$ cat src/shared/pattern_ctrl_pkg.sv
package pattern_ctrl_pkg;
   localparam int ADDR_W = 8;
   localparam int DATA_W = 8;
   localparam int RAM_DEPTH = 128;
   localparam int RAM_AW = 7;
   localparam logic [7:0] PATTERN_RAM_LAST = 8'h7F;
   localparam logic [7:0] FUNCTION_ENABLE_ADDR = 8'h80;
   localparam logic [7:0] SHARED_FIRST = 8'hA0;
   localparam logic [7:0] SHARED_LAST = 8'hAF;
   localparam logic [7:0] SHARED_CONTROL_SLOT_A_ADDR = 8'hAA;
   localparam logic [7:0] SHARED_CONTROL_SLOT_B_ADDR = 8'hAB;
   localparam logic [7:0] GESTURE_FIFO_LEVEL_ADDR = 8'hAE;
   localparam logic [7:0] GESTURE_STATE_FLAGS_ADDR = 8'hAF;
   localparam logic [7:0] SYMBOL_LENGTH_ADDR = 8'hA7;
   localparam logic [7:0] BIT_TIME_ADDR = 8'hA6;
   localparam logic [7:0] BURST_IRQ_CLEAR_ADDR = 8'hE3;
   localparam logic [7:0] IRQ_FORCE_ADDR = 8'hE4;
   localparam logic [7:0] PROXIMITY_IRQ_CLEAR_ADDR = 8'hE5;
   localparam logic [7:0] LIGHT_IRQ_CLEAR_ADDR = 8'hE6;
   localparam logic [7:0] ALL_IRQ_CLEAR_ADDR = 8'hE7;
   localparam logic [7:0] GESTURE_NORTH_QUEUE_ADDR = 8'hFC;
   localparam logic [7:0] GESTURE_SOUTH_QUEUE_ADDR = 8'hFD;
   localparam logic [7:0] GESTURE_WEST_QUEUE_ADDR = 8'hFE;
   localparam logic [7:0] GESTURE_EAST_QUEUE_ADDR = 8'hFF;
   localparam logic [7:0] FUNCTION_ENABLE_RESET = 8'h00;
   localparam logic [7:0] SHARED_RESET = 8'h00;
   localparam int EN_POWER = 0;
   localparam int EN_LIGHT = 1;
   localparam int EN_PROX = 2;
   localparam int EN_WAIT = 3;
   localparam int EN_LIGHT_IRQ = 4;
   localparam int EN_PROX_IRQ = 5;
   localparam int EN_GESTURE = 6;
   localparam int EN_BURST = 7;
   localparam logic [7:0] UNMAPPED_READ = 8'h00;
   typedef enum logic [1:0] {burst_idle, burst_fetch, burst_shift} burst_state_t;
endpackage

$ cat src/verilog/pattern_mem.sv
module pattern_mem
   import pattern_ctrl_pkg::*;
(
   input wire logic core_clk,
   input wire logic wr_en,
   input wire logic [pattern_ctrl_pkg::RAM_AW-1:0] wr_addr,
   input wire logic [pattern_ctrl_pkg::DATA_W-1:0] wr_data,
   input wire logic [pattern_ctrl_pkg::RAM_AW-1:0] rd_addr,
   output logic [pattern_ctrl_pkg::DATA_W-1:0] rd_data
);
   // no reset: contents live as long as supply does
   logic [DATA_W-1:0] mem [RAM_DEPTH]; // RULE7

   always_ff @(posedge core_clk) begin
      if (wr_en) begin
         mem[wr_addr] <= wr_data;
      end
      rd_data <= mem[rd_addr];
   end
endmodule // pattern_mem

$ cat src/verilog/pattern_ctrl.sv
// Behaviour
// RULE1 - one shared buffer serves every engine
// RULE2 - host zeroes unused shared locations
// RULE3 - 128 pattern bytes drive LED pin
// RULE4 - burst MSB first from address zero
// RULE5 - single or sequential pattern accesses
// RULE6 - no pattern access unpowered or busy
// RULE7 - pattern contents survive power bit
// RULE8 - gesture enable overwrites pattern storage
// RULE9 - upper nibble first, bit 7 down
// RULE10 - burst enable hands pin to burst
// RULE11 - burst enable blocks proximity pulses
// RULE12 - gesture start needs enable, prox, mode
// RULE13 - proximity irq enable gates prox irq
// RULE14 - light irq enable gates light irq
// RULE15 - wait enable bit runs wait timer
// RULE16 - proximity enable bit runs proximity
// RULE17 - light enable bit runs ambient light
// RULE18 - power bit runs oscillator
// RULE19 - bus activity forces oscillator on
// RULE20 - host programs controls before enabling
// RULE21 - one location clears non-gesture irqs
// RULE22 - one location clears burst irq
// RULE23 - enable register resets to zero
// RULE24 - symbol length write starts burst
module pattern_ctrl
   import pattern_ctrl_pkg::*;
(
   input wire logic core_clk,
   input wire logic resetn,
   input wire logic bus_active,
   input wire logic reg_wr,
   input wire logic reg_rd,
   input wire logic [pattern_ctrl_pkg::ADDR_W-1:0] reg_addr,
   input wire logic [pattern_ctrl_pkg::DATA_W-1:0] reg_wdata,
   output logic [pattern_ctrl_pkg::DATA_W-1:0] reg_rdata,
   output logic reg_rvalid,
   input wire logic gesture_mode_select,
   input wire logic prox_pulse,
   input wire logic prox_irq_event,
   input wire logic light_irq_event,
   input wire logic gesture_wr,
   input wire logic [pattern_ctrl_pkg::DATA_W-1:0] gesture_data,
   input wire logic [pattern_ctrl_pkg::DATA_W-1:0] gesture_queue_n,
   input wire logic [pattern_ctrl_pkg::DATA_W-1:0] gesture_queue_s,
   input wire logic [pattern_ctrl_pkg::DATA_W-1:0] gesture_queue_w,
   input wire logic [pattern_ctrl_pkg::DATA_W-1:0] gesture_queue_e,
   output logic led_drive_pin,
   output logic pattern_busy_flag,
   output logic oscillator_run,
   output logic wait_timer_run,
   output logic proximity_run,
   output logic light_run,
   output logic gesture_start,
   output logic prox_irq,
   output logic light_irq,
   output logic burst_irq,
   output logic irq_force_pulse
);
   import pattern_ctrl_pkg::*;

   function automatic logic in_range(input logic [7:0] a, input logic [7:0] lo,
                                     input logic [7:0] hi);
      in_range = (a >= lo) && (a <= hi);
   endfunction

   ////////////////////////////////////////////////////////////////////////////
   // register state
   logic [7:0] function_enable_r;
   logic [7:0] shared_r [16];
   logic [7:0] gesture_wptr_r;
   burst_state_t state_r;
   logic [6:0] byte_addr_r;
   logic [2:0] bit_idx_r;
   logic [7:0] nib_cnt_r;
   logic [7:0] nib_len_r;
   logic [7:0] bit_time_cnt_r;
   logic [7:0] shift_byte_r;

   ////////////////////////////////////////////////////////////////////////////
   // decode
   wire logic en_power = function_enable_r[EN_POWER];
   wire logic busy = (state_r != burst_idle);
   wire logic hit_ram = (reg_addr <= PATTERN_RAM_LAST);
   wire logic ram_open = en_power && !busy; // RULE6
   wire logic hit_enable = (reg_addr == FUNCTION_ENABLE_ADDR);
   wire logic hit_shared = in_range(reg_addr, SHARED_FIRST, SHARED_LAST);
   wire logic [3:0] shared_idx = reg_addr[3:0];
   wire logic start_burst = reg_wr && (reg_addr == SYMBOL_LENGTH_ADDR) && en_power
                            && !busy; // RULE24
   wire logic clr_burst = (reg_wr || reg_rd)
                          && ((reg_addr == BURST_IRQ_CLEAR_ADDR)
                          || (reg_addr == ALL_IRQ_CLEAR_ADDR)); // RULE22
   wire logic clr_prox = (reg_wr || reg_rd)
                         && ((reg_addr == PROXIMITY_IRQ_CLEAR_ADDR)
                         || (reg_addr == ALL_IRQ_CLEAR_ADDR)); // RULE21
   wire logic clr_light = (reg_wr || reg_rd)
                          && ((reg_addr == LIGHT_IRQ_CLEAR_ADDR)
                          || (reg_addr == ALL_IRQ_CLEAR_ADDR)); // RULE21
   wire logic force_hit = reg_wr && (reg_addr == IRQ_FORCE_ADDR);
   wire logic gesture_on = function_enable_r[EN_GESTURE];
   wire logic gest_store = gesture_on && gesture_wr; // RULE8
   wire logic host_ram_wr = reg_wr && hit_ram && ram_open && !gesture_on; // RULE5
   wire logic mem_wr = gest_store || host_ram_wr;
   wire logic [6:0] mem_waddr = gest_store ? gesture_wptr_r[6:0] : reg_addr[6:0];
   wire logic [7:0] mem_wdata = gest_store ? gesture_data : reg_wdata;
   // the memory answers a cycle late, so the burst presents the next byte ahead of the fetch
   wire logic [6:0] mem_raddr = start_burst ? 7'h00
                                : busy ? 7'(byte_addr_r + 7'h01) : reg_addr[6:0]; // RULE4
   wire logic [7:0] mem_rdata;
   wire logic bit_done = (bit_time_cnt_r == 8'h00);
   wire logic last_bit = (bit_idx_r == 3'h0) || (bit_idx_r == 3'h4);
   wire logic last_nib = (nib_cnt_r == nib_len_r);
   wire logic [7:0] bit_time = shared_r[BIT_TIME_ADDR[3:0]];

   ////////////////////////////////////////////////////////////////////////////
   // pattern storage, shared with the gesture queue writer
   pattern_mem u_mem (
      .core_clk(core_clk),
      .wr_en(mem_wr),
      .wr_addr(mem_waddr),
      .wr_data(mem_wdata),
      .rd_addr(mem_raddr),
      .rd_data(mem_rdata)
   );

   ////////////////////////////////////////////////////////////////////////////
   // enable and shared buffer
   always_ff @(posedge core_clk) begin
      if (!resetn) begin
         function_enable_r <= FUNCTION_ENABLE_RESET; // RULE23
      end else if (reg_wr && hit_enable) begin
         function_enable_r <= reg_wdata; // RULE15
      end
   end

   // a single array answers every engine, so leftovers are visible to all
   always_ff @(posedge core_clk) begin
      if (!resetn) begin
         for (int i = 0; i < 16; i++) begin
            shared_r[i] <= SHARED_RESET;
         end
      end else if (reg_wr && hit_shared) begin
         shared_r[shared_idx] <= reg_wdata; // RULE1
      end
   end

   always_ff @(posedge core_clk) begin
      if (!resetn) begin
         gesture_wptr_r <= 8'h00;
      end else if (!gesture_on) begin
         gesture_wptr_r <= 8'h00;
      end else if (gest_store) begin
         gesture_wptr_r <= 8'((gesture_wptr_r + 8'h01) & 8'h7F);
      end
   end

   ////////////////////////////////////////////////////////////////////////////
   // burst engine
   always_ff @(posedge core_clk) begin
      if (!resetn) begin
         state_r <= burst_idle;
         byte_addr_r <= 7'h00;
         bit_idx_r <= 3'h7;
         nib_cnt_r <= 8'h00;
         nib_len_r <= 8'h00;
         bit_time_cnt_r <= 8'h00;
         shift_byte_r <= 8'h00;
      end else begin
         case (state_r)
            burst_idle: begin
               if (start_burst) begin
                  state_r <= burst_fetch;
                  byte_addr_r <= 7'h00; // RULE4
                  nib_cnt_r <= 8'h00;
                  nib_len_r <= reg_wdata;
               end
            end
            burst_fetch: begin
               // one cycle for the registered memory read
               state_r <= burst_shift;
               shift_byte_r <= mem_rdata;
               bit_idx_r <= 3'h7; // RULE9
               bit_time_cnt_r <= bit_time;
            end
            burst_shift: begin
               if (!en_power) begin
                  state_r <= burst_idle;
               end else if (bit_done) begin
                  bit_time_cnt_r <= bit_time;
                  if (last_bit && last_nib) begin
                     state_r <= burst_idle;
                  end else if (bit_idx_r == 3'h0) begin
                     nib_cnt_r <= 8'(nib_cnt_r + 8'h01);
                     byte_addr_r <= 7'(byte_addr_r + 7'h01);
                     state_r <= burst_fetch;
                  end else begin
                     if (last_bit) begin
                        nib_cnt_r <= 8'(nib_cnt_r + 8'h01);
                     end
                     bit_idx_r <= 3'(bit_idx_r - 3'h1); // RULE9
                  end
               end else begin
                  bit_time_cnt_r <= 8'(bit_time_cnt_r - 8'h01);
               end
            end
            default: state_r <= burst_idle;
         endcase
      end
   end

   ////////////////////////////////////////////////////////////////////////////
   // read data mux: ram reads are one cycle late, so every read answers late
   logic rd_ram_q;
   logic [7:0] rd_other_q;
   logic [7:0] other_mux;
   always_comb begin
      other_mux = UNMAPPED_READ;
      if (hit_enable) begin
         other_mux = function_enable_r;
      end else if (hit_shared) begin
         other_mux = shared_r[shared_idx];
      end else if (reg_addr == GESTURE_NORTH_QUEUE_ADDR) begin
         other_mux = gesture_queue_n;
      end else if (reg_addr == GESTURE_SOUTH_QUEUE_ADDR) begin
         other_mux = gesture_queue_s;
      end else if (reg_addr == GESTURE_WEST_QUEUE_ADDR) begin
         other_mux = gesture_queue_w;
      end else if (reg_addr == GESTURE_EAST_QUEUE_ADDR) begin
         other_mux = gesture_queue_e;
      end
   end

   logic rd_q;
   always_ff @(posedge core_clk) begin
      if (!resetn) begin
         rd_q <= 1'b0;
         rd_ram_q <= 1'b0;
         rd_other_q <= 8'h00;
      end else begin
         rd_q <= reg_rd;
         rd_ram_q <= reg_rd && hit_ram && ram_open; // RULE6
         rd_other_q <= hit_ram ? UNMAPPED_READ : other_mux;
      end
   end

   ////////////////////////////////////////////////////////////////////////////
   // outputs
   logic burst_end;
   assign burst_end = (state_r == burst_shift) && bit_done && last_bit && last_nib;

   always_ff @(posedge core_clk) begin
      if (!resetn) begin
         reg_rdata <= 8'h00;
         reg_rvalid <= 1'b0;
         led_drive_pin <= 1'b0;
         pattern_busy_flag <= 1'b0;
         oscillator_run <= 1'b0;
         wait_timer_run <= 1'b0;
         proximity_run <= 1'b0;
         light_run <= 1'b0;
         gesture_start <= 1'b0;
         prox_irq <= 1'b0;
         light_irq <= 1'b0;
         burst_irq <= 1'b0;
         irq_force_pulse <= 1'b0;
      end else begin
         reg_rvalid <= rd_q;
         reg_rdata <= rd_ram_q ? mem_rdata : rd_other_q;
         if (function_enable_r[EN_BURST]) begin
            // proximity pulses never reach the pin here
            led_drive_pin <= (state_r == burst_shift) && shift_byte_r[bit_idx_r]; // RULE10 RULE11 RULE3
         end else begin
            led_drive_pin <= prox_pulse;
         end
         pattern_busy_flag <= start_burst || (busy && !burst_end && en_power); // RULE24
         oscillator_run <= en_power || bus_active; // RULE18 RULE19
         wait_timer_run <= function_enable_r[EN_WAIT]; // RULE15
         proximity_run <= function_enable_r[EN_PROX]; // RULE16
         light_run <= function_enable_r[EN_LIGHT]; // RULE17
         gesture_start <= gesture_on && function_enable_r[EN_PROX]
                          && gesture_mode_select; // RULE12
         // set beats clear when both land together
         prox_irq <= (prox_irq_event && function_enable_r[EN_PROX_IRQ])
                     || (prox_irq && !clr_prox); // RULE13 RULE21
         light_irq <= (light_irq_event && function_enable_r[EN_LIGHT_IRQ])
                      || (light_irq && !clr_light); // RULE14 RULE21
         burst_irq <= burst_end || (burst_irq && !clr_burst); // RULE22
         irq_force_pulse <= force_hit;
      end
   end

   ////////////////////////////////////////////////////////////////////////////
   // checks
   chk_enable_reset: assert property (@(posedge core_clk)
      !resetn |=> function_enable_r == 8'h00) // RULE23
      else $error("enable not cleared by reset");
   chk_osc_bus: assert property (@(posedge core_clk) disable iff (!resetn)
      bus_active |=> oscillator_run) // RULE19
      else $error("oscillator off during bus activity");
   chk_osc_power: assert property (@(posedge core_clk) disable iff (!resetn)
      !bus_active && !en_power |=> !oscillator_run) // RULE18
      else $error("oscillator runs while powered down");
   chk_busy_start: assert property (@(posedge core_clk) disable iff (!resetn)
      start_burst |=> pattern_busy_flag && state_r == burst_fetch) // RULE24
      else $error("burst did not start");
   chk_prox_blocked: assert property (@(posedge core_clk) disable iff (!resetn)
      function_enable_r[EN_BURST] && state_r == burst_idle |=> !led_drive_pin) // RULE11
      else $error("proximity pulse leaked to pin");
   chk_ram_locked: assert property (@(posedge core_clk) disable iff (!resetn)
      host_ram_wr |-> en_power && !busy) // RULE6
      else $error("pattern written while locked");
   chk_ram_refused: assert property (@(posedge core_clk) disable iff (!resetn)
      reg_rd && hit_ram && !ram_open |=> ##1 reg_rdata == UNMAPPED_READ) // RULE6
      else $error("locked pattern read returned data");
   chk_first_addr: assert property (@(posedge core_clk) disable iff (!resetn)
      start_burst |=> byte_addr_r == 7'h00) // RULE4
      else $error("burst not from address zero");
   chk_msb_first: assert property (@(posedge core_clk) disable iff (!resetn)
      state_r == burst_fetch |=> bit_idx_r == 3'h7) // RULE9
      else $error("burst not msb first");
   chk_clear_all: assert property (@(posedge core_clk) disable iff (!resetn)
      clr_prox && clr_light && !prox_irq_event && !light_irq_event
      |=> !prox_irq && !light_irq) // RULE21
      else $error("clear all left irq set");
   chk_burst_clear: assert property (@(posedge core_clk) disable iff (!resetn)
      clr_burst && !burst_end |=> !burst_irq) // RULE22
      else $error("burst irq not cleared");
   chk_gesture_start: assert property (@(posedge core_clk) disable iff (!resetn)
      !gesture_on |=> !gesture_start) // RULE12
      else $error("gesture started without enable");
   chk_wait_follow: assert property (@(posedge core_clk) disable iff (!resetn)
      reg_wr && hit_enable |=> ##1 wait_timer_run == $past(reg_wdata[EN_WAIT], 2)) // RULE15
      else $error("wait timer not following enable");

   cov_burst_done: cover property (@(posedge core_clk) disable iff (!resetn) burst_end);
   cov_gesture_wr: cover property (@(posedge core_clk) disable iff (!resetn) gest_store);
   cov_ram_read: cover property (@(posedge core_clk) disable iff (!resetn) rd_ram_q);
   cov_burst_start: cover property (@(posedge core_clk) disable iff (!resetn) start_burst);
   cov_force_hit: cover property (@(posedge core_clk) disable iff (!resetn) force_hit);
endmodule // pattern_ctrl

$ cat config.mk
export PLATFORM = sky130hd
export DESIGN_NAME = pattern_ctrl
export DESIGN_NICKNAME = d
export VERILOG_FILES = /design/src/shared/pattern_ctrl_pkg.sv /design/src/verilog/pattern_mem.sv /design/src/verilog/pattern_ctrl.sv
export SDC_FILE = /design/constraint.sdc
export NUM_CORES = 1
export LEC_CHECK = 0
export BUFFER_PORTS_ARGS = -buffer_cell sky130_fd_sc_hd__buf_2
export CORE_MARGIN = 1.5
export CORE_UTILIZATION = 55
export CTS_BUF_LIST = sky130_fd_sc_hd__clkbuf_4
export CTS_CLUSTER_DIAMETER = 40
export DETAILED_ROUTE_END_ITERATION = 7
export GPL_ROUTABILITY_DRIVEN = 1
export PLACE_DENSITY = 0.7
export SYNTH_ARGS = -nofsm -noshare
export SYNTH_HDL_FRONTEND = slang
export SYNTH_SLANG_ARGS = --single-unit
$ cat constraint.sdc
create_clock -name core_clk -period 4.2 [get_ports core_clk]
set_input_delay 0.63 -clock core_clk [delete_from_list [all_inputs] [get_ports core_clk]]
set_output_delay 0.63 -clock core_clk [all_outputs]
set_load 0.02 [all_outputs]
# == Word level (Yosys, flattened, before mapping) ==
# Memories as Yosys holds them, arrays and structs flattened. A register that Yosys moved wholly into a read port is not among the register bits.
# Index checks and enable logic that the tools add are counted.
# word_totals
reg_bits,89
mem_bits_rw,1152
input_bits,66
out_inout_bits,20
wordCells,174
n_memories,2
# op_classes
add_sub_neg,5
magnitude_cmp,4
eq_ne,24
n_mux,50
bitwise,1
n_reduce_logical,63
# memory_table
name,depth,width,read_ports,rd_clocked_by_memory_dff,wr,line_no,rtl
u_mem.mem,128,8,1,1,1,pattern_mem.sv:12,logic [DATA_W-1:0] mem [RAM_DEPTH];
shared_r,16,8,2,0,16,pattern_ctrl.sv:70,logic [7:0] shared_r [16];
# ops
op,n
$mux W8,17
$eq A8 B8 Y1 const B,11
$mux W7,8
$pmux W8 S2,2
$logic_and A1 B1 Y1,31
$add A7 B1 Y7 const B,2
$pmux W7 S2,1
$mux W3,4
$ne A2 B2 Y1 const B,6
$reduce_and A6 Y1,2
$logic_or A1 B1 Y1,11
$mux W2,5
$mux W1,9
$add A8 B1 Y8 const B,1
$eq A8 B8 Y1,1
$ge A8 B8 Y1 const B,1
$le A8 B7 Y1 const B,1
$le A8 B8 Y1 const B,1
$logic_not A8 Y1,1
$reduce_or A8 Y1,1
$sub A8 B1 Y8 const B,1
$logic_not A1 Y1,6
$ne A3 B3 Y1 const B,2
$pmux W2 S3,1
other kinds (17),21

# == Longest topological paths before layout ==
# logic_depth
ltp_word,8
depth_mapped,14
ltp_nobuf,9

# == Cells and area by module ==
# Synthesis repeated with hierarchy kept, for this count alone.
# hier_totals
hier_cells,2566
area_unflattened_um2,50204.4
# by_module_without_submodules
module,n_inst,cells_per_inst,area_per_inst_um2
pattern_mem,1,1635,39665.5
pattern_ctrl,1,931,10538.9

# == Worst setup path before layout ==
# Ideal clock, no wire load.
# synth_timing
path_kind,input to register
start,input port gesture_wr
end,"memory u_mem.mem[0][0], data pin"
setup_ns,0.511
t_arrival_ns,3.102
required_time_ns,3.689
slack_ns,0.587
stages,6
cell_sequence,and2_1 -> clkbuf_1 -> clkbuf_1 -> clkbuf_1 -> nand2_1 -> nand2_1
# synth_via
elab_chain_len,2
# synth_lines
element,line_no,rtl
start: declaration,pattern_ctrl.sv:42,"input wire logic gesture_wr,"
$logic_and A1 B1 Y1,pattern_ctrl.sv:102,wire logic gest_store = gesture_on && gesture_wr;
$mux W8,pattern_ctrl.sv:106,wire logic [7:0] mem_wdata = gest_store ? gesture_data : reg_wdata;
net mem_wdata[0],pattern_ctrl.sv:106,
end: declaration,pattern_mem.sv:12,
# The timed path passes the listed nets, and every way through them passes these cells.

# == Worst setup path after layout ==
# layout_timing
start,register state_r[0]
end,"register u_mem.rd_data[2] in the netlist's numbering, read port of u_mem.mem"
# layout_via
elab_chain_len,4
elab_cells_between_ends,5
classes_between,2 x mux; 3 x reduce/logical
# layout_lines
element,line_no,rtl
start: declaration,pattern_ctrl.sv:72,burst_state_t state_r;
start signal: assignment,pattern_ctrl.sv:162,state_r <= burst_idle;
start signal: assignment,pattern_ctrl.sv:173,state_r <= burst_fetch;
start signal: assignment,pattern_ctrl.sv:181,state_r <= burst_shift;
$reduce_bool A2 Y1 *,pattern_ctrl.sv:83,wire logic busy = (state_r != burst_idle);
$logic_not A1 Y1,pattern_ctrl.sv:90,&& !busy;
$logic_and A1 B1 Y1,pattern_ctrl.sv:90,
$mux W7 *,pattern_ctrl.sv:108,wire logic [6:0] mem_raddr = start_burst ? 7'h00
end: declaration,pattern_mem.sv:9,output logic [pattern_ctrl_pkg::DATA_W-1:0] rd_data
# Mark *: on every way between the ends. The rest lies on a longest branch, timed or not.
# A chain may end at the register's enable or synchronous reset.

==> reports/results.ini <==
[status]
outcome=completed

[critical_path]
crit_slowest_cell=a2111oi_0
cp_top_family=compound AO/OA/AOI/OAI gates
slowest_delay_ns=1.04
worst-setup-path-type=flop to flop
crit_fanout=20
r2r_cells=11
start_kind=flop
arrival_ns=5.09
crit_required_ns=5.24
regToRegEndpoint=u_mem.rd_data[2]
rrSetupSlack_ns=0.15
cp_common_cell=buf_4
cp_num_buf_inv=4
r2r-start=state_r[0]
crit_path_end_kind=flop
path_cells=buf_4 -> or2_1 -> nand2_2 -> nand2_4 -> buf_12 -> buf_4 -> mux4_2 -> a2111oi_0 -> buf_4 -> a22o_1 -> nor4_2

[logic_synthesis]
avgSynthCellArea_um2=14.3
yosysUniqueCellTypes=77
synth_warnings=0
syn-num-nets=3687
synthFlopType=edfxtp_1
netlist_instances=3614
synthTopCellsByCount=edfxtp_1 (1152), nand2_1 (458), nor2_1 (188)
netlist.area_leader.share=0.670
yosys-top-cells-area=edfxtp_1 (67%), dfxtp_1 (3.8%), mux4_2 (3.4%), nand2_1 (3.3%), mux2i_1 (2.3%)
synth_edf_count=1152
synth_area_um2=51700
ys_ff_latch=1249
synth_top_area_cell=edfxtp_1
synth_most_common_cell=edfxtp_1
ys_async_sr_fraction=0
ys_seq_area_frac=0.707

[clock_network]
cts_tree=yes
cts_inserted_buffers=330
root_buffer=clkbuf_4
clkLatencyLatePin_ns=1.19
cts_max_level=5
clkTransAtPathRegs_ns=0.06
hold_buffers=26
cts_setup_buffers=0
post_cts_resized=0
cts.sinks=1249
clk_path_buf_depth=4

[placement]
dp_hpwl_mm=90.3
place_ws_ns=-0.148
io_buffer_count=85
gp_congestion=0.929
dp_cells=4943

[routing]
first_iter_violations=4423
vias=34096
wire_per_inst_um=25.8
avgViaCountPerCell=6.19
wirelength_mm=142
first_pass_iters=7
drc_errors=0
ant_nets=0

[power_and_ir_drop]
peakVddDrop_uv=311
p_leak_uw=0.0204
powerDensity_nw_per_um2=430

[timing]
setup_violations=0
period_share=0.964
tightest_slew_ns=1.27
hold_viol_final=0
fin_skew_ns=0.117
whs_ns=0.114
maxSlewHeadroom=0.149
slew_viol_final=0
fin_crit_ns=4.05
max_freq_mhz=247
setup_slack_ns=0.153
rsz0062_at_grt=false

[global_routing]
antenna_found_initial=3
grt_overflow_total=0
grt_pass1_vias=33583
grt_start_max_net_pins=129
track_usage=0.300
grt_pass1_wl_mm=210

[cells_and_area]
nNetsFinal=4120
drive_above_1_share=0.230
final_cells=5508
syn_to_final_growth_pct=14.4

[floorplan]
fp.dieW_um=309
die_area_um2=95800
fp-row-count=112
io_pins=86
floorplan.initialDensity=0.554
chipHeight_um=309
core_um2=93200

[worst_hold_path]
min_path_cells=3
hold_start=resetn
holdCritPathClass=primary input to flop
min_to=bit_idx_r[2]

[flow_run]
drv_cap=0

[registers in the layout, summed over array words and instances (netlist names), 2 cells and up]
register           count
bit_idx_r              3
bit_time_cnt_r         8
byte_addr_r            7
function_enable_r      8
gesture_wptr_r         7
nib_cnt_r              8
nib_len_r              8
rd_other_q             8
reg_rdata              8
shared_r             128
shift_byte_r           8
state_r                2
u_mem.mem           1024
u_mem.rd_data          8
[area by class of cell]
cell class              count  area (µm²)
repair buffers            341        2740
fillers                  6864       34100
multi-input cells        2094       14200
diodes                      2        5.00
clock buffers             474        3560
clock inverters            63         415
flip-flops and latches   1249       36500
well taps                1254        1570
inverters                  31         116
[worst reg2reg max path: cells and delay by family (launching register included)]
family	cells	cell delay, ns
flops	1	0.31
compound gates	2	1.26
buf+inv	4	0.89
mux	1	0.31
simple gates	4	1.17
[per-stage QoR]
step                      setup TNS, ns   util  instance area, µm²  power, µW
after CTS                             0  0.634               59100      25500
after floorplan                       0      -               51700      14700
final                                 0  0.634               59100      25400
after detailed placement         -0.257  0.589               54900      15400
after global placement           -0.179  0.589               54900      15400
after global routing                  0  0.634               59100      26300
[where the power goes]
part / leakage [µW] / switching, µW / internal [µW]
logic: 0.00677 / 986 / 495
clock network: 0.00239 / 4750 / 5500
registers: 0.0112 / 48.8 / 13600
[cells in the final DEF (no fill, tap or decap), types with 12 or more instances in the layout]
| master | n |
|---|---|
| and2_1 | 137 |
| clkbuf_4 | 474 |
| a311oi_1 | 16 |
| dlygate4sd3_1 | 26 |
| mux4_2 | 78 |
| a21boi_0 | 20 |
| o221ai_1 | 16 |
| o2111ai_1 | 31 |
| buf_4 | 205 |
| nand2_1 | 447 |
| a22o_1 | 15 |
| a22oi_1 | 21 |
| and3_1 | 100 |
| nand3_1 | 164 |
| a2111oi_0 | 15 |
| xnor2_1 | 16 |
| inv_1 | 31 |
| mux2_2 | 42 |
| nor2_1 | 185 |
| a211oi_1 | 126 |
| clkinv_1 | 42 |
| nand2b_1 | 15 |
| a211o_1 | 14 |
| a31oi_1 | 49 |
| o21ai_0 | 84 |
| nor2b_1 | 20 |
| buf_12 | 26 |
| edfxtp_1 | 1152 |
| a221oi_1 | 26 |
| a2111o_1 | 12 |
| dfxtp_1 | 97 |
| a21oi_1 | 89 |
| nor3_1 | 55 |
| mux2i_1 | 118 |
| buf_2 | 84 |
[routing by layer]
layer,vias to the layer above,global-route usage,wire length [µm]
met5,-,0.00657,73
met4,2,0.131,5520
met3,352,0.0761,15400
met2,2056,0.464,65800
met1,16710,0.403,55400
li1,14976,-,-
[how the worst max path moves through the flow]
stage | endpoint | slack (ns) | cells after the start | start
4_1_cts | u_mem.rd_data[7] | 0.21 | 11 | state_r[1]
2_1_floorplan | u_mem.mem[0][0] | 0.59 | 6 | gesture_wr
6_report | u_mem.rd_data[2] | 0.15 | 11 | state_r[0]
3_5_place_dp | u_mem.rd_data[7] | -0.15 | 10 | reg_addr[3]
3_3_place_gp | u_mem.rd_data[7] | -0.14 | 12 | reg_addr[6]
5_1_grt | u_mem.rd_data[7] | 0.06 | 11 | state_r[1]
[cells by family after synthesis]
kind of cell | Yosys count | synth area share
DFF | 1249 | 0.707
and+or+nand+nor | 1214 | 0.114
AOI/OAI and AO/OA | 610 | 0.0851
buffers and inverters | 271 | 0.0219
muxes | 238 | 0.0660
xor gates and xnor gates | 25 | 0.00424
adders and majority gates | 7 | 0.00170
Note: power is estimated with default switching activity, not from simulation.
